<file path="config.mk">
export PLATFORM = sky130hd
export DESIGN_NAME = lpfh_frame_handler
export DESIGN_NICKNAME = d
export VERILOG_FILES = /design/src/verilog/lpfh_pkg.sv /design/src/verilog/lpfh_frame_handler.sv
export SDC_FILE = /design/constraint.sdc
export NUM_CORES = 1
export LEC_CHECK = 0
export BUFFER_PORTS_ARGS = -buffer_cell sky130_fd_sc_hd__buf_2
export CORE_ASPECT_RATIO = 2
export CORE_MARGIN = 3
export CORE_UTILIZATION = 60
export CTS_CLUSTER_DIAMETER = 150
export DETAILED_ROUTE_END_ITERATION = 8
export PLACE_DENSITY = 0.85
export SLEW_MARGIN = 10
export SYNTH_ARGS = -nofsm -noshare
export SYNTH_HDL_FRONTEND = slang
export SYNTH_HIERARCHICAL = 1
export SYNTH_SLANG_ARGS = --single-unit
</file>
<file path="constraint.sdc">
create_clock -name clk -period 5.65 [get_ports clk]
set_clock_uncertainty 0.2 [all_clocks]
set_input_delay 1.13 -clock clk [delete_from_list [all_inputs] [get_ports clk]]
set_output_delay 1.13 -clock clk [all_outputs]
set_load 0.1 [all_outputs]
</file>
<file path="src/verilog/lpfh_pkg.sv">
// Purpose: constants for the local parameter frame handler
// Assumes: byte-wide request and response streams
// Notes: command codes are two ASCII characters, first one high
package lpfh_pkg;
    // framing
    localparam logic [7:0] START_BYTE = 8'h7E;
    localparam logic [7:0] TYPE_IMM = 8'h08;
    localparam logic [7:0] TYPE_QUEUE = 8'h09;
    localparam logic [7:0] TYPE_RESP = 8'h88;
    localparam logic [7:0] CSUM_GOOD = 8'hFF;
    localparam logic [15:0] MIN_BODY = 16'h0004;
    localparam logic [15:0] MAX_VALUE = 16'h0002;
    localparam logic [15:0] RESP_BODY = 16'h0005;
    localparam logic [15:0] RESP_DATA_BODY = 16'h0007;
    // body byte positions, counted from the type byte
    localparam logic [15:0] POS_TYPE = 16'h0000;
    localparam logic [15:0] POS_ID = 16'h0001;
    localparam logic [15:0] POS_CMD_HI = 16'h0002;
    localparam logic [15:0] POS_CMD_LO = 16'h0003;
    // parameter commands
    localparam logic [15:0] CMD_APPLY = 16'h4143;
    localparam logic [15:0] CMD_NODE = 16'h4E49;
    localparam logic [15:0] CMD_TEMP = 16'h5450;
    localparam logic [15:0] CMD_RATE = 16'h4244;
    localparam logic [15:0] CMD_FRAMING = 16'h4150;
    // writable parameter slots
    localparam int NUM_PARAMS = 3;
    localparam logic [1:0] IDX_NODE = 2'h0;
    localparam logic [1:0] IDX_RATE = 2'h1;
    localparam logic [1:0] IDX_FRAMING = 2'h2;
    localparam logic [1:0] IDX_NONE = 2'h3;
    localparam logic [15:0] RST_NODE = 16'h0000;
    localparam logic [15:0] RST_RATE = 16'h0003;
    localparam logic [15:0] RST_FRAMING = 16'h0000;
    // response status codes
    localparam logic [7:0] ST_OK = 8'h00;
    localparam logic [7:0] ST_ERROR = 8'h01;
    localparam logic [7:0] ST_BAD_CMD = 8'h02;
    localparam logic [7:0] ST_BAD_PARAM = 8'h03;
    // buffering
    localparam int TX_FIFO_DEPTH = 8;
    localparam int BYTE_W = 8;
    typedef enum logic [6:0] {
        ST_IDLE = 7'h01,
        ST_LENH = 7'h02,
        ST_LENL = 7'h04,
        ST_BODY = 7'h08,
        ST_CSUM = 7'h10,
        ST_EXEC = 7'h20,
        ST_RESP = 7'h40
    } lpfh_state_t;
endpackage

</file>
<file path="src/verilog/lpfh_frame_handler.sv">
// Purpose: decode parameter request frames, apply values, emit replies
// Assumes: rx and tx streams synchronous to clk, valid/ready handshake
// Notes: replies pass through a small fifo so the host may stall them

// byte fifo with honest full and empty
module lpfh_fifo #(
    parameter int WIDTH = 8,
    parameter int DEPTH = 8
) (
    // clock and reset
    input wire logic clk,
    input wire logic rstn,
    // fill side
    input wire logic [WIDTH-1:0] inData,
    input wire logic inValid,
    output logic inReady,
    // drain side
    output logic [WIDTH-1:0] outData,
    output logic outValid,
    input wire logic outReady
);
    localparam int AW = $clog2(DEPTH);
    logic [WIDTH-1:0] mem [DEPTH];
    logic [AW-1:0] wrPtr_r;
    logic [AW-1:0] rdPtr_r;
    logic [AW:0] count_r;
    logic push;
    logic pop;

    // handshakes are combinational from the fill count
    assign inReady = (count_r != (AW+1)'(DEPTH));
    assign outValid = (count_r != '0);
    assign outData = mem[rdPtr_r];
    assign push = inValid && inReady;
    assign pop = outValid && outReady;

    // storage is not reset, only pointers and count are
    always_ff @(posedge clk) begin
        if (push) begin
            mem[wrPtr_r] <= inData;
        end
    end

    // pointers wrap at the depth, which need not be a power of two
    always_ff @(posedge clk) begin
        if (!rstn) begin
            wrPtr_r <= '0;
            rdPtr_r <= '0;
            count_r <= '0;
        end else begin
            if (push) begin
                wrPtr_r <= (wrPtr_r == AW'(DEPTH-1)) ? '0 : wrPtr_r + 1'b1;
            end
            if (pop) begin
                rdPtr_r <= (rdPtr_r == AW'(DEPTH-1)) ? '0 : rdPtr_r + 1'b1;
            end
            count_r <= count_r + (AW+1)'(push) - (AW+1)'(pop);
        end
    end
endmodule

module lpfh_frame_handler #(
    parameter int FIFO_DEPTH = lpfh_pkg::TX_FIFO_DEPTH
) (
    // clock and reset
    input wire logic clk,
    input wire logic rstn,
    // request byte stream
    input wire logic [7:0] rxByte,
    input wire logic rxValid,
    output logic rxReady,
    // response byte stream
    output logic [7:0] txByte,
    output logic txValid,
    input wire logic txReady,
    // parameters in force, temperature input and drop pulse
    input wire logic [15:0] moduleTemp,
    output logic [15:0] nodeLabel,
    output logic [15:0] serialRate,
    output logic [15:0] framingMode,
    output logic frameDropped
);
    lpfh_pkg::lpfh_state_t state_r;
    logic [15:0] lenField_r;
    logic [15:0] bodyIdx_r;
    logic [7:0] sum_r;
    logic [7:0] frameType_r;
    logic [7:0] frameId_r;
    logic [15:0] cmd_r;
    logic [15:0] valBuf_r;
    logic [7:0] status_r;
    logic hasData_r;
    logic [15:0] readVal_r;
    logic [3:0] respIdx_r;
    logic dropped_r;
    logic [15:0] paramAct_r [lpfh_pkg::NUM_PARAMS];
    logic [15:0] paramPend_r [lpfh_pkg::NUM_PARAMS];
    logic [lpfh_pkg::NUM_PARAMS-1:0] pendValid_r;
    logic take;
    logic csumOk;
    logic isWrite;
    logic [7:0] statusNxt;
    logic [1:0] slot;
    logic applyPend;
    logic doWrite;
    logic [7:0] pushByte;
    logic pushValid;
    logic pushReady;
    logic [3:0] respLast;

    // parameter slot of a command, none for read-only or unknown ones
    function automatic logic [1:0] slotOf(input logic [15:0] c);
        unique case (c)
            lpfh_pkg::CMD_NODE: slotOf = lpfh_pkg::IDX_NODE;
            lpfh_pkg::CMD_RATE: slotOf = lpfh_pkg::IDX_RATE;
            lpfh_pkg::CMD_FRAMING: slotOf = lpfh_pkg::IDX_FRAMING;
            default: slotOf = lpfh_pkg::IDX_NONE;
        endcase
    endfunction

    // input is held off while a request is executed or answered
    assign rxReady = (state_r != lpfh_pkg::ST_EXEC) && (state_r != lpfh_pkg::ST_RESP);
    assign take = rxValid && rxReady;
    assign csumOk = (8'(sum_r + rxByte) == lpfh_pkg::CSUM_GOOD);
    assign isWrite = (lenField_r > lpfh_pkg::MIN_BODY);
    assign slot = slotOf(cmd_r);

    // request decoding: share one path for both types
    always_comb begin
        if (slot == lpfh_pkg::IDX_NONE && cmd_r != lpfh_pkg::CMD_TEMP
                && cmd_r != lpfh_pkg::CMD_APPLY) begin
            statusNxt = lpfh_pkg::ST_BAD_CMD;
        end else if (isWrite && cmd_r == lpfh_pkg::CMD_TEMP) begin
            statusNxt = lpfh_pkg::ST_ERROR; // temperature is read-only
        end else if (isWrite && (cmd_r == lpfh_pkg::CMD_APPLY
                || lenField_r - lpfh_pkg::MIN_BODY > lpfh_pkg::MAX_VALUE)) begin
            statusNxt = lpfh_pkg::ST_BAD_PARAM;
        end else begin
            statusNxt = lpfh_pkg::ST_OK;
        end
    end

    // pending values land on any good immediate frame or the apply command
    assign applyPend = (state_r == lpfh_pkg::ST_EXEC) && statusNxt == lpfh_pkg::ST_OK
        && (frameType_r == lpfh_pkg::TYPE_IMM || cmd_r == lpfh_pkg::CMD_APPLY);
    assign doWrite = (state_r == lpfh_pkg::ST_EXEC) && statusNxt == lpfh_pkg::ST_OK
        && isWrite && slot != lpfh_pkg::IDX_NONE;

    // frame receive sequencer
    always_ff @(posedge clk) begin
        if (!rstn) begin
            state_r <= lpfh_pkg::ST_IDLE;
        end else begin
            unique case (state_r)
                lpfh_pkg::ST_IDLE: begin
                    if (take && rxByte == lpfh_pkg::START_BYTE) begin
                        state_r <= lpfh_pkg::ST_LENH;
                    end
                end
                lpfh_pkg::ST_LENH: begin
                    if (take) begin
                        state_r <= lpfh_pkg::ST_LENL;
                    end
                end
                lpfh_pkg::ST_LENL: begin
                    if (take) begin
                        state_r <= ({lenField_r[15:8], rxByte} == '0) ?
                            lpfh_pkg::ST_CSUM : lpfh_pkg::ST_BODY;
                    end
                end
                lpfh_pkg::ST_BODY: begin
                    if (take && bodyIdx_r + 16'h0001 == lenField_r) begin
                        state_r <= lpfh_pkg::ST_CSUM;
                    end
                end
                lpfh_pkg::ST_CSUM: begin
                    if (take) begin
                        // short body, foreign type or bad sum goes nowhere
                        if (csumOk && lenField_r >= lpfh_pkg::MIN_BODY
                                && (frameType_r == lpfh_pkg::TYPE_IMM
                                || frameType_r == lpfh_pkg::TYPE_QUEUE)) begin
                            state_r <= lpfh_pkg::ST_EXEC;
                        end else begin
                            state_r <= lpfh_pkg::ST_IDLE;
                        end
                    end
                end
                lpfh_pkg::ST_EXEC: begin
                    state_r <= (frameId_r == '0) ?
                        lpfh_pkg::ST_IDLE : lpfh_pkg::ST_RESP;
                end
                lpfh_pkg::ST_RESP: begin
                    if (pushReady && respIdx_r == respLast) begin
                        state_r <= lpfh_pkg::ST_IDLE;
                    end
                end
            endcase
        end
    end

    // field capture and running sum over the body
    always_ff @(posedge clk) begin
        if (!rstn) begin
            lenField_r <= '0;
            bodyIdx_r <= '0;
            sum_r <= '0;
            frameType_r <= '0;
            frameId_r <= '0;
            cmd_r <= '0;
            valBuf_r <= '0;
        end else if (take) begin
            if (state_r == lpfh_pkg::ST_LENH) begin
                lenField_r[15:8] <= rxByte;
            end
            if (state_r == lpfh_pkg::ST_LENL) begin
                lenField_r[7:0] <= rxByte;
                bodyIdx_r <= '0;
                sum_r <= '0;
                frameType_r <= '0;
                valBuf_r <= '0;
            end
            if (state_r == lpfh_pkg::ST_BODY) begin
                bodyIdx_r <= bodyIdx_r + 16'h0001;
                sum_r <= 8'(sum_r + rxByte);
                unique case (bodyIdx_r)
                    lpfh_pkg::POS_TYPE: frameType_r <= rxByte;
                    lpfh_pkg::POS_ID: frameId_r <= rxByte;
                    lpfh_pkg::POS_CMD_HI: cmd_r[15:8] <= rxByte;
                    lpfh_pkg::POS_CMD_LO: cmd_r[7:0] <= rxByte;
                    default: valBuf_r <= {valBuf_r[7:0], rxByte};
                endcase
            end
        end
    end

    // active and pending values; a direct write beats the pending copy
    always_ff @(posedge clk) begin
        if (!rstn) begin
            paramAct_r[lpfh_pkg::IDX_NODE] <= lpfh_pkg::RST_NODE;
            paramAct_r[lpfh_pkg::IDX_RATE] <= lpfh_pkg::RST_RATE;
            paramAct_r[lpfh_pkg::IDX_FRAMING] <= lpfh_pkg::RST_FRAMING;
            for (int i = 0; i < lpfh_pkg::NUM_PARAMS; i++) begin
                paramPend_r[i] <= '0;
            end
            pendValid_r <= '0;
        end else begin
            if (applyPend) begin
                for (int i = 0; i < lpfh_pkg::NUM_PARAMS; i++) begin
                    if (pendValid_r[i]) begin
                        paramAct_r[i] <= paramPend_r[i];
                    end
                end
                pendValid_r <= '0;
            end
            if (doWrite && frameType_r == lpfh_pkg::TYPE_IMM) begin
                paramAct_r[slot] <= valBuf_r;
            end
            if (doWrite && frameType_r == lpfh_pkg::TYPE_QUEUE) begin
                paramPend_r[slot] <= valBuf_r;
                pendValid_r[slot] <= 1'b1;
            end
        end
    end

    // reply contents are fixed in the execute cycle
    always_ff @(posedge clk) begin
        if (!rstn) begin
            status_r <= lpfh_pkg::ST_OK;
            hasData_r <= 1'b0;
            readVal_r <= '0;
        end else if (state_r == lpfh_pkg::ST_EXEC) begin
            status_r <= statusNxt;
            // the apply command has no setting of its own, so its reply carries no value
            hasData_r <= !isWrite && statusNxt == lpfh_pkg::ST_OK
                && cmd_r != lpfh_pkg::CMD_APPLY;
            // reads report what is in force, never a pending value
            readVal_r <= (cmd_r == lpfh_pkg::CMD_TEMP) ? moduleTemp
                : (slot == lpfh_pkg::IDX_NONE) ? 16'h0000 : paramAct_r[slot];
        end
    end

    // reply byte sequencer, stalled by the fifo
    always_ff @(posedge clk) begin
        if (!rstn) begin
            respIdx_r <= '0;
        end else if (state_r != lpfh_pkg::ST_RESP) begin
            respIdx_r <= '0;
        end else if (pushReady) begin
            respIdx_r <= respIdx_r + 4'h1;
        end
    end

    // one-cycle pulse for a frame thrown away at its checksum byte
    always_ff @(posedge clk) begin
        if (!rstn) begin
            dropped_r <= 1'b0;
        end else begin
            dropped_r <= take && state_r == lpfh_pkg::ST_CSUM && !(csumOk
                && lenField_r >= lpfh_pkg::MIN_BODY
                && (frameType_r == lpfh_pkg::TYPE_IMM
                || frameType_r == lpfh_pkg::TYPE_QUEUE));
        end
    end

    // reply layout: start, length, type, id, command, status, value, sum
    always_comb begin
        logic [15:0] rlen;
        logic [7:0] rsum;
        rlen = hasData_r ? lpfh_pkg::RESP_DATA_BODY : lpfh_pkg::RESP_BODY;
        rsum = 8'(lpfh_pkg::TYPE_RESP + frameId_r + cmd_r[15:8] + cmd_r[7:0] + status_r);
        if (hasData_r) begin
            rsum = 8'(rsum + readVal_r[15:8] + readVal_r[7:0]);
        end
        respLast = 4'(rlen + 16'h0003);
        unique case (respIdx_r)
            4'h0: pushByte = lpfh_pkg::START_BYTE;
            4'h1: pushByte = rlen[15:8];
            4'h2: pushByte = rlen[7:0];
            4'h3: pushByte = lpfh_pkg::TYPE_RESP;
            4'h4: pushByte = frameId_r;
            4'h5: pushByte = cmd_r[15:8];
            4'h6: pushByte = cmd_r[7:0];
            4'h7: pushByte = status_r;
            default: pushByte = (respIdx_r == respLast) ?
                8'(lpfh_pkg::CSUM_GOOD - rsum) : (respIdx_r == 4'h8) ?
                readVal_r[15:8] : readVal_r[7:0];
        endcase
    end
    assign pushValid = (state_r == lpfh_pkg::ST_RESP);

    // replies drain at the host's pace
    lpfh_fifo #(
        .WIDTH(lpfh_pkg::BYTE_W),
        .DEPTH(FIFO_DEPTH)
    ) u_txFifo (
        .clk(clk),
        .rstn(rstn),
        .inData(pushByte),
        .inValid(pushValid),
        .inReady(pushReady),
        .outData(txByte),
        .outValid(txValid),
        .outReady(txReady)
    );

    assign nodeLabel = paramAct_r[lpfh_pkg::IDX_NODE];
    assign serialRate = paramAct_r[lpfh_pkg::IDX_RATE];
    assign framingMode = paramAct_r[lpfh_pkg::IDX_FRAMING];
    assign frameDropped = dropped_r;
endmodule

</file>
==> results of run 1 <==
[tightest hold or removal path, stage by stage, from the launching register on]
cell	delay [ns]
dfxtp_1	0.31
nand2_1	0.05
mux2i_1	0.07
[power groups by stage]
stage,Sequential (mW),Clock (mW),Combinational (mW)
3_5_place_dp,2.49,0,0.983
5_1_grt,2.46,1.86,1.05
3_3_place_gp,2.49,0,0.967
6_report,2.45,1.76,0.985
2_1_floorplan,2.57,0,0.714
4_1_cts,2.45,1.78,0.987
[cell type report]
cell class	count	area, um2	area share, %
flip-flops and latches	295	7510	44.8
multi-input cells	1007	7120	42.5
clock buffers	28	658	3.93
repair buffers	105	576	3.44
well taps	336	420	2.51
inverters	74	278	1.66
clock inverters	20	185	1.11
[how the worst max path moves through the flow]
stage / endpoint / startpoint / slack, ns / cells after the start
finish: u_txFifo/mem[0][7]$_DFFE_PP_ / cmd_r[1]$_SDFFE_PN0P_ / 0.49 / 16
global route: u_txFifo/mem[1][7]$_DFFE_PP_ / cmd_r[1]$_SDFFE_PN0P_ / 0.1 / 16
CTS: u_txFifo/mem[1][7]$_DFFE_PP_ / cmd_r[1]$_SDFFE_PN0P_ / 0.30 / 16
detailed placement: u_txFifo/mem[5][7]$_DFFE_PP_ / cmd_r[1]$_SDFFE_PN0P_ / 0.34 / 16
global placement: u_txFifo/mem[7][7]$_DFFE_PP_ / cmd_r[1]$_SDFFE_PN0P_ / 0.50 / 15
floorplan: u_txFifo/mem[0][7]$_DFFE_PP_ / cmd_r[1]$_SDFFE_PN0P_ / 0.91 / 15
[placed cells by master (no fill, tap or decap), types with 15 or more instances in the layout]
master,instances
o21ai_0,76
dfxtp_1,135
a21boi_0,49
inv_1,74
a221oi_1,16
fa_1,19
and3_1,15
a22oi_1,28
edfxtp_1,160
clkbuf_16,26
nor2b_1,35
buf_4,20
nor3_1,22
buf_2,85
nor2_1,52
mux4_1,15
nand3_1,105
nand2_1,122
a21o_1,17
ha_1,43
a21oi_1,44
o21ai_1,27
xnor2_1,34
and2_1,63
nor4_1,18
mux2i_1,19
xor2_1,15
[routing by layer]
metal  routed length, um  GRT usage, %
met1               13100          28.9
met2               21800          54.2
met3                2120          3.58
met4                3590          22.1
met5                   0             0
[logic make-up (layout without fill, tap and decap cells)]
logic type | after synthesis | after routing | synth area share [%]
and+or+nand+nor | 513 | 513 | 18.1
AOI/OAI and AO/OA | 338 | 338 | 14.6
DFF | 295 | 295 | 48.7
buffers and inverters | 177 | 227 | 5.06
adders and majority gates | 62 | 62 | 5.96
xor gates and xnor gates | 50 | 50 | 2.93
muxes | 44 | 44 | 4.60
[registers in the layout (all words and copies together), names as in the netlist, 16 cells and up, named ones only]
register      flops
cmd_r            16
valBuf_r         16
paramAct_r       48
readVal_r        16
bodyIdx_r        16
u_txFifo/mem     64
paramPend_r      48
lenField_r       16
[timing repair]
item                       CTS  global route
buffers inserted             0             0
setup endpoints to repair    0             8
gates resized for setup      0             1
hold endpoints to repair     0             0
==> qor.yml, run 1 <==
r2r_slack_ns: 0.49
synth_area_leaders: "edfxtp_1, dfxtp_1, ha_1"
power_mw: 5.20
worstPathArrival_ns: 5.24
placed_cells: 1817
place_area_um2: 15900
finalNonFillerCells: 1865
tns_ns: 0
grtUsageTotal_pct: 29.1
fillerInstances: 1873
cts_hold_buf: 0
numCtsBuffers: 26
clock_power_share_pct: 33.9
grt_remaining_overflow: 0
seqPwrFrac_pct: 47.2
rsz0062_at_grt: "false"
start_kind: "flop"
synth-edff-count: 160
cts_sinks: 295
crit_path_end_kind: "flop"
cp_slowest_stage_delay_ns: 0.50
grt_pass1_vias: 11815
drtIter0Drc: 939
p_sw_share_pct: 30.8
r2r-start: "cmd_r[1]$_SDFFE_PN0P_"
cpMostUsedCell: "fa_1"
viasPerCell: 6.34
hold_end: "u_txFifo/rdPtr_r[1]$_SDFFE_PN0N_"
p_sw_mw: 1.60
io_buffers: 86
crit_chain: "fa_1, fa_1, ha_1, a21o_1, a21o_1, a2111oi_0, a311oi_1, fa_1, inv_1, ha_1, a21oi_1, o21ai_0, xnor2_1, nand2_1, xnor3_1, o21ai_1"
start_util_pct: 61.3
leakagePower_nw: 5.94
async_reset_ff_share_pct: 0
hold_class: "flop to flop"
drt.antenna.violating_nets: 0
max_freq_ghz: 0.194
synth_seq_cells: 295
cap_violations: 0
wl_um: 40600
netlist_area_um2: 15400
finalCritPeriodShare_pct: 91.3
cts_root_buf: "clkbuf_16"
criticalPathCategory: "flop to flop"
synthTopCellsByCount: "edfxtp_1, dfxtp_1, nand2_1"
synth_cell_types: 88
cts_htree_levels: 1
clk-insertion-delay-late_ns: 0.55
path_delay_family: "adder cells"
hold_violations: 0
nets: 1599
fp.dieH_um: 233
pin_count: 87
die_area_um2: 27700
min_from: "u_txFifo/rdPtr_r[1]$_SDFFE_PN0N_"
wire_per_inst_um: 21.8
n_antenna_cell: 0
min_period_ns: 5.16
power_density_nw_per_um2: 310
rr_endpoint: "u_txFifo/mem[0][7]$_DFFE_PP_"
syn2layout_area_growth_pct: 8.75
synth_top_area_cell: "edfxtp_1"
finalInstanceArea_um2: 16700
cp_max_fo: 8
core_area_um2: 25100
slew_violations: 0
clock_path_buffers: 3
drive_above_1_share_pct: 12.3
remaining_drc_errors: 0
setup_viol: 0
syn_area_per_cell_um2: 10.4
post-place-ws_ns: 0.343
fin_util_pct: 66.6
yosysSeqAreaShare_pct: 48.7
die_x_um: 119
whs_path_depth: 2
clk_pin_slew_ns: 0.07
hpwl_um: 28900
cp_slowest_cell: "fa_1"
grt_max_degree: 93
row_count: 82
path_buf_inv: 1
antenna_found_initial: 0
combPwrFrac_pct: 19.0
internal-power_mw: 3.60
drtPass1Iterations: 5
status: "finished clean"
grt_first_pass_wirelength_um: 63200
ys_warn_count: 6
via_count: 11817
netlist_instances: 1479
worst_pin_slew_ns: 1.17
setup_ws_ns: 0.491
syn_nets: 1569
relSlewSlack_pct: 21.6
yosysMostFrequentCell: "edfxtp_1"
gp_congestion: 0.975
tritoncts: "yes"
worstRegToRegCells: 16
ys.flop_type: "edfxtp_1"
ir_worst_vdd_uv: 273
netlist.area_leader.share_pct: 31.2
required_ns: 5.73
whs_ns: 0.303
Power figures use the tool's default switching activity.
==> inputs of run 2 (changes only) <==
--- a/config.mk
+++ b/config.mk
@@ -5,13 +5,14 @@
 export SDC_FILE = /design/constraint.sdc
 export NUM_CORES = 1
 export LEC_CHECK = 0
+export ABC_AREA = 1
 export BUFFER_PORTS_ARGS = -buffer_cell sky130_fd_sc_hd__buf_2
 export CORE_ASPECT_RATIO = 2
 export CORE_MARGIN = 3
 export CORE_UTILIZATION = 60
 export CTS_CLUSTER_DIAMETER = 150
 export DETAILED_ROUTE_END_ITERATION = 8
-export PLACE_DENSITY = 0.85
+export PLACE_DENSITY = 0.84
 export SLEW_MARGIN = 10
 export SYNTH_ARGS = -nofsm -noshare
 export SYNTH_HDL_FRONTEND = slang
==> run 2 against run 1 <==
Non-clock buffer count fell by 2. Critical endpoint unchanged. Largest cell class unchanged. Setup slack improved by 0.012 ns. Critical path depth grew 3. Synthesized cell count increased by 35%. Final area grew 8.0%. Die area rose by 7.4%. Register-to-register slack is essentially flat. Global-route usage up 2.5 points. Routed wire length grew 15%. Sequential power rose by 4%.
==> qor.yml, run 2 <==
status: "finished clean"
tns_ns: 0  # unchanged
cts_resized: 0  # unchanged
whs_path_depth: 2  # unchanged
wire_per_inst_um: 19.1  # -12%
grtUsageTotal_pct: 31.6  # +2.5 points
yosysSeqAreaShare_pct: 48.1  # -0.60 points
ir_worst_vdd_uv: 322  # +18%
drtIter0Drc: 991  # +5.5%
cts_root_buf: "clkbuf_16"
async_reset_ff_share_pct: 0  # unchanged
grt_max_degree: 72  # -23%
synth_seq_cells: 311  # +5.4%
whs_ns: 0.259  # -0.0431 ns
synth-edff-count: 176  # +10%
cap_violations: 0  # unchanged
syn_area_per_cell_um2: 8.31  # -20%
row_count: 85  # +3.7%
synth_area_leaders: "edfxtp_1, dfxtp_1, nand2_1"
netlist.area_leader.share_pct: 31.9  # +0.66 points
synth_top_area_cell: "edfxtp_1"
drive_above_1_share_pct: 10.4  # -1.9 points
clk-insertion-delay-late_ns: 0.56  # about the same
cts_hold_buf: 0  # unchanged
grt_pass1_vias: 14139  # +20%
multi_input_area_um2: 7140  # +0.23%
reg_top3: "paramAct_r (64), u_txFifo/mem (64), paramPend_r (48)"
leakagePower_nw: 7.57  # +28%
io_buffers: 86  # unchanged
via_count: 14157  # +20%
n_antenna_cell: 0  # unchanged
cp_max_fo: 8  # unchanged
fp.dieH_um: 241  # +3.7%
fillerInstances: 2181  # +16%
finalCritPeriodShare_pct: 91.1  # -0.20 points
gp_congestion: 0.993  # +1.9%
ys.flop_type: "edfxtp_1"
hold_violations: 0  # unchanged
core_area_um2: 27100  # +7.9%
finalNonFillerCells: 2440  # +31%
r2r_slack_ns: 0.50  # about the same
cp_slowest_cell: "fa_1"
power_density_nw_per_um2: 311  # +0.38%
die_area_um2: 29800  # +7.4%
netlist_area_um2: 16600  # +7.7%
relSlewSlack_pct: 20.0  # -1.5 points
setup_viol: 0  # unchanged
regArea_um2: 7990  # +6.4%
cp_slowest_stage_delay_ns: 0.52  # +0.02 ns
required_ns: 5.76  # +0.03 ns
fin_util_pct: 66.7  # +0.073 points
pin_count: 87  # unchanged
ys_warn_count: 6  # unchanged
rr_endpoint: "u_txFifo/mem[0][7]$_DFFE_PP_"
rsz0062_at_grt: "false"
wl_um: 46500  # +15%
numCtsBuffers: 26  # unchanged
r2r-start: "cmd_r[9]$_SDFFE_PN0P_"
placed_cells: 2392  # +32%
slew_violations: 0  # unchanged
cpMostUsedCell: "fa_1"
min_period_ns: 5.15  # -0.0115 ns
clk_pin_slew_ns: 0.08  # about the same
viasPerCell: 5.80  # -8.4%
worstRegToRegCells: 19  # +3
grt_remaining_overflow: 0  # unchanged
min_from: "frameType_r[5]$_SDFFE_PN0P_"
worst_pin_slew_ns: 1.17  # -0.00391 ns
remaining_drc_errors: 0  # unchanged
start_kind: "flop"
drtPass1Iterations: 5  # unchanged
worstPathArrival_ns: 5.26  # +0.02 ns
cts_setup_buffers: 0  # unchanged
die_x_um: 124  # +3.6%
cts_htree_levels: 1  # unchanged
final_common_cell: "nand2_1"
nets: 2162  # +35%
cts_sinks: 311  # +5.4%
crit_chain: "fa_1, fa_1, ha_1, inv_1, fa_1, fa_1, inv_1, fa_1, a21oi_1, nor2_1, o21ai_0, nand2_1, nand2_1, a21o_1, nand2_1, nor2_1, xor2_1, nand2_1, a21oi_1"
crit_path_end_kind: "flop"
syn2layout_area_growth_pct: 9.03
synth_cell_types: 57  # -35%
criticalPathCategory: "flop to flop"
hold_class: "flop to flop"
tritoncts: "yes"
hold_end: "frameType_r[5]$_SDFFE_PN0P_"
netlist_instances: 1997  # +35%
yosysMostFrequentCell: "nand2_1"
drt.antenna.violating_nets: 0  # unchanged
start_util_pct: 61.2  # -0.088 points
final_cell_mix: "nand2_1, inv_1, nor2_1, edfxtp_1, dfxtp_1"
grt_first_pass_wirelength_um: 72400  # +14%
max_freq_ghz: 0.194  # +0.22%
hpwl_um: 34300  # +19%
clock_path_buffers: 3  # unchanged
antenna_found_initial: 1  # +1
synthTopCellsByCount: "nand2_1, inv_1, nor2_1"
run 2: cell types whose count changed in the layout (fill, tap and decap cells not counted), moves of 18 or more:
cell / previous run / this run
nand2_1: 122 / 447
mux2i_1: 19 / 0
nor2b_1: 35 / 0
a21boi_0: 49 / 0
a21oi_1: 44 / 99
xnor2_1: 34 / 10
inv_1: 74 / 283
nand3_1: 105 / 130
nor2_1: 52 / 230
a22oi_1: 28 / 0
and2_1: 63 / 2
o221ai_1: 0 / 18
run 2: area by class of cell:
cell class / count / share of cell area [%]
multi-input cells: 1340 / 39.5
inverters: 290 / 6.05
clock buffers: 30 / 3.80
clock inverters: 18 / 1.04
flip-flops and latches: 311 / 44.2
repair buffers: 103 / 3.08
well taps: 348 / 2.41
run 2: cell families after synthesis:
| logic type | synth area share [%] |
|---|---|
| DFF | 48.1 |
| xor gates and xnor gates | 1.35 |
| AOI/OAI and AO/OA | 11.6 |
| and+or+nand+nor | 24.2 |
| adders and majority gates | 5.54 |
| other | 0.0226 |
| buffers and inverters | 9.18 |
run 2: through the flow:
stage / area, um2 / power [mW] / setup slack (ns)
3_5_place_dp: 17200 / 3.78 / 0.551
5_1_grt: 18100 / 5.82 / 0.121
6_report: 18100 / 5.63 / 0.502
3_3_place_gp: 17200 / 3.75 / 0.625
2_1_floorplan: 16600 / 3.55 / 0.998
4_1_cts: 18100 / 5.63 / 0.524
run 2: worst max-delay path by stage:
stage                           from                      endpoint  slack [ns]  depth (start not counted)
3_5_place_dp   cmd_r[9]$_SDFFE_PN0P_  u_txFifo/mem[1][7]$_DFFE_PP_        0.55                         19
6_report       cmd_r[9]$_SDFFE_PN0P_  u_txFifo/mem[0][7]$_DFFE_PP_        0.50                         19
5_1_grt        cmd_r[9]$_SDFFE_PN0P_  u_txFifo/mem[0][7]$_DFFE_PP_        0.12                         19
3_3_place_gp   cmd_r[9]$_SDFFE_PN0P_  u_txFifo/mem[5][7]$_DFFE_PP_        0.62                         19
4_1_cts        cmd_r[9]$_SDFFE_PN0P_  u_txFifo/mem[0][7]$_DFFE_PP_        0.52                         19
2_1_floorplan  cmd_r[9]$_SDFFE_PN0P_  u_txFifo/mem[0][7]$_DFFE_PP_         1.0                         19
run 2: power breakdown:
part / switching, mW / internal (mW) / leakage, nW
registers: 0.0861 / 2.47 / 2.85
clock network: 0.866 / 1.02 / 0.413
logic: 0.929 / 0.263 / 4.31
total: 1.88 / 3.75 / 7.57
run 2: layer usage:
layer	part of all wire [%]	global-route usage, %	vias to the layer above
met5	0.043	0	-
met4	10	28.1	2
met3	5.2	4.27	247
met2	53	57.7	588
met1	31	29.6	6592
li1	-	-	6728
run 2: critical path, delay by kind of cell, from the launching register on:
| kind | cells | cell delay, ns |
|---|---|---|
| fa+ha+maj | 6 | 2.63 |
| compound gates | 4 | 0.86 |
| simple gates | 6 | 0.47 |
| flops | 1 | 0.45 |
| xor+xnor | 1 | 0.16 |
| buf+inv | 2 | 0.13 |
==> inputs of run 3 (changes only) <==
==> constraint.sdc (replaced) <==
create_clock -name clk -period 6 [get_ports clk]
set_clock_uncertainty 0.2 [all_clocks]
set_input_delay 1.2 -clock clk [delete_from_list [all_inputs] [get_ports clk]]
set_output_delay 1.2 -clock clk [all_outputs]
set_load 0.1 [all_outputs]
==> run 3 against run 2 <==
Final area grew 0.15%. Via count grew 0.25%. Non-clock buffer count is the same. Power fell by 5.2%. Clock power fell by 4%. Worst hold slack gained 0.0037 ns. Sequential share of layout area down 0.067 points. Highest routed layer is now met4. Fmax is essentially flat. Die area stayed put. Critical endpoint is now u_txFifo/mem[6][7]$_DFFE_PP_. Routed wire length shrank 0.35%. Combinational power shrank 6%. Register-to-register slack better by 0.35 ns.
==> qor.yml, run 3 (synthesized netlist as in run 2, its figures left out) <==
numCtsBuffers: 27  # +3.8%
fillerInstances: 2161  # -0.92%
setup_viol: 0  # unchanged
hold_class: "flop to flop"
fp.dieH_um: 241  # unchanged
start_util_pct: 61.2  # unchanged
placed_cells: 2392  # unchanged
min_period_ns: 5.15  # +0.000988 ns
leakagePower_nw: 7.60  # +0.33%
clk-insertion-delay-late_ns: 0.57  # about the same
slew_violations: 0  # unchanged
reg_top3: "paramAct_r (64), u_txFifo/mem (64), paramPend_r (48)"
cts_setup_buffers: 0  # unchanged
cp-startpoint: "cmd_r[9]$_SDFFE_PN0P_"
tns_ns: 0  # unchanged
criticalPathCategory: "flop to flop"
drtIter0Drc: 1138  # +15%
wl_met3_um: 2650  # +10%
gp_congestion: 1.03  # +3.7%
tritoncts: "yes"
nets: 2163  # +0.046%
whs_ns: 0.263  # +0.00369 ns
ir_worst_vdd_uv: 439  # +36%
n_antenna_cell: 0  # unchanged
pin_count: 87  # unchanged
top_layer_used: "met4"
cp_max_fo: 8  # unchanged
finalNonFillerCells: 2441  # +0.041%
grtUsageTotal_pct: 31.3  # -0.35 points
antenna_found_initial: 1  # unchanged
cts_root_buf: "clkbuf_16"
row_count: 85  # unchanged
r2r_slack_ns: 0.85  # +0.35 ns
multi_input_area_um2: 7140  # unchanged
grt_first_pass_wirelength_um: 71600  # -1.1%
max_freq_ghz: 0.194  # about the same
io_buffers: 86  # unchanged
wl_um: 46400  # -0.35%
clk_pin_slew_ns: 0.07  # about the same
via_count: 14193  # +0.25%
met2WireLength_um: 24300  # -1.8%
hold_end: "frameType_r[5]$_SDFFE_PN0P_"
wl_met1_um: 14400  # -0.68%
cts_resized: 0  # unchanged
core_area_um2: 27100  # unchanged
grt_remaining_overflow: 0  # unchanged
worstRegToRegCells: 19  # unchanged
cts_sinks: 311  # unchanged
die_area_um2: 29800  # unchanged
viasPerCell: 5.81  # +0.21%
final_common_cell: "nand2_1"
worstPathArrival_ns: 5.27  # about the same
relSlewSlack_pct: 19.4  # -0.69 points
cts_htree_levels: 1  # unchanged
remaining_drc_errors: 0  # unchanged
wire_per_inst_um: 19.0  # -0.39%
start_kind: "flop"
min_from: "frameType_r[5]$_SDFFE_PN0P_"
drtPass1Iterations: 6  # +1
whs_path_depth: 2  # unchanged
regArea_um2: 7990  # unchanged
status: "finished clean"
hold_violations: 0  # unchanged
power_density_nw_per_um2: 295  # -5.3%
rsz0062_at_grt: "false"
fin_util_pct: 66.8  # +0.10 points
finalCritPeriodShare_pct: 85.8  # -5.3 points
syn2layout_area_growth_pct: 9.19
drive_above_1_share_pct: 10.3  # -0.10 points
cts_hold_buf: 0  # unchanged
grt_pass1_vias: 13975  # -1.2%
drt.antenna.violating_nets: 0  # unchanged
grt_max_degree: 72  # unchanged
required_ns: 6.12  # +0.36 ns
cap_violations: 0  # unchanged
final_cell_mix: "nand2_1, inv_1, nor2_1, edfxtp_1, dfxtp_1"
r2r-start: "cmd_r[9]$_SDFFE_PN0P_"
rr_endpoint: "u_txFifo/mem[6][7]$_DFFE_PP_"
hpwl_um: 34200  # -0.15%
clock_path_buffers: 3  # unchanged
crit_path_end_kind: "flop"
die_x_um: 124  # unchanged
worst_pin_slew_ns: 1.21  # +0.0361 ns
==> run 3: layout make-up <==
class	instances	area share, %
clock buffer	32	3.83
clock inverter	17	1.15
inverter	290	6.04
timing repair buffer	103	3.08
sequential	311	44.1
multi-input combinational	1340	39.4
tap	348	2.40
==> run 3: power by group <==
group          total, mW  switching [mW]  internal [mW]
combinational       1.12           0.872          0.248
clock               1.82           0.808           1.01
sequential          2.41          0.0808           2.33
==> run 3: worst max-delay path by stage <==
stage	endpoint	slack, ns	cells past startpoint
floorplan	u_txFifo/mem[0][7]$_DFFE_PP_	1.35	19
global placement	u_txFifo/mem[0][7]$_DFFE_PP_	0.97	19
detailed placement	u_txFifo/mem[1][7]$_DFFE_PP_	0.90	19
CTS	u_txFifo/mem[2][7]$_DFFE_PP_	0.88	19
global route	u_txFifo/mem[3][7]$_DFFE_PP_	0.55	19
finish	u_txFifo/mem[6][7]$_DFFE_PP_	0.85	19
==> run 3: metal layers <==
layer / track usage [%] / up-vias
met5: 0 / -
met4: 28.6 / 0
met3: 4.43 / 238
met2: 56.1 / 612
met1: 29.7 / 6620
li1: - / 6723
==> run 3: stage by stage <==
stage	cell area (um2)	setup slack [ns]	total power, mW
floorplan	16600	1.35	3.34
global placement	17200	0.972	3.53
detailed placement	17200	0.899	3.56
CTS	18100	0.878	5.34
global route	18100	0.548	5.52
finish	18100	0.851	5.34
==> run 3: critical path, stage by stage (launching register included) <==
cell	delay, ns
dfxtp_1	0.46
fa_1	0.49
fa_1	0.52
ha_1	0.18
inv_1	0.06
fa_1	0.48
fa_1	0.50
inv_1	0.07
fa_1	0.47
a21oi_1	0.16
nor2_1	0.08
o21ai_0	0.19
nand2_1	0.09
nand2_1	0.08
a21o_1	0.11
nand2_1	0.04
nor2_1	0.13
xor2_1	0.16
nand2_1	0.06
a21oi_1	0.37
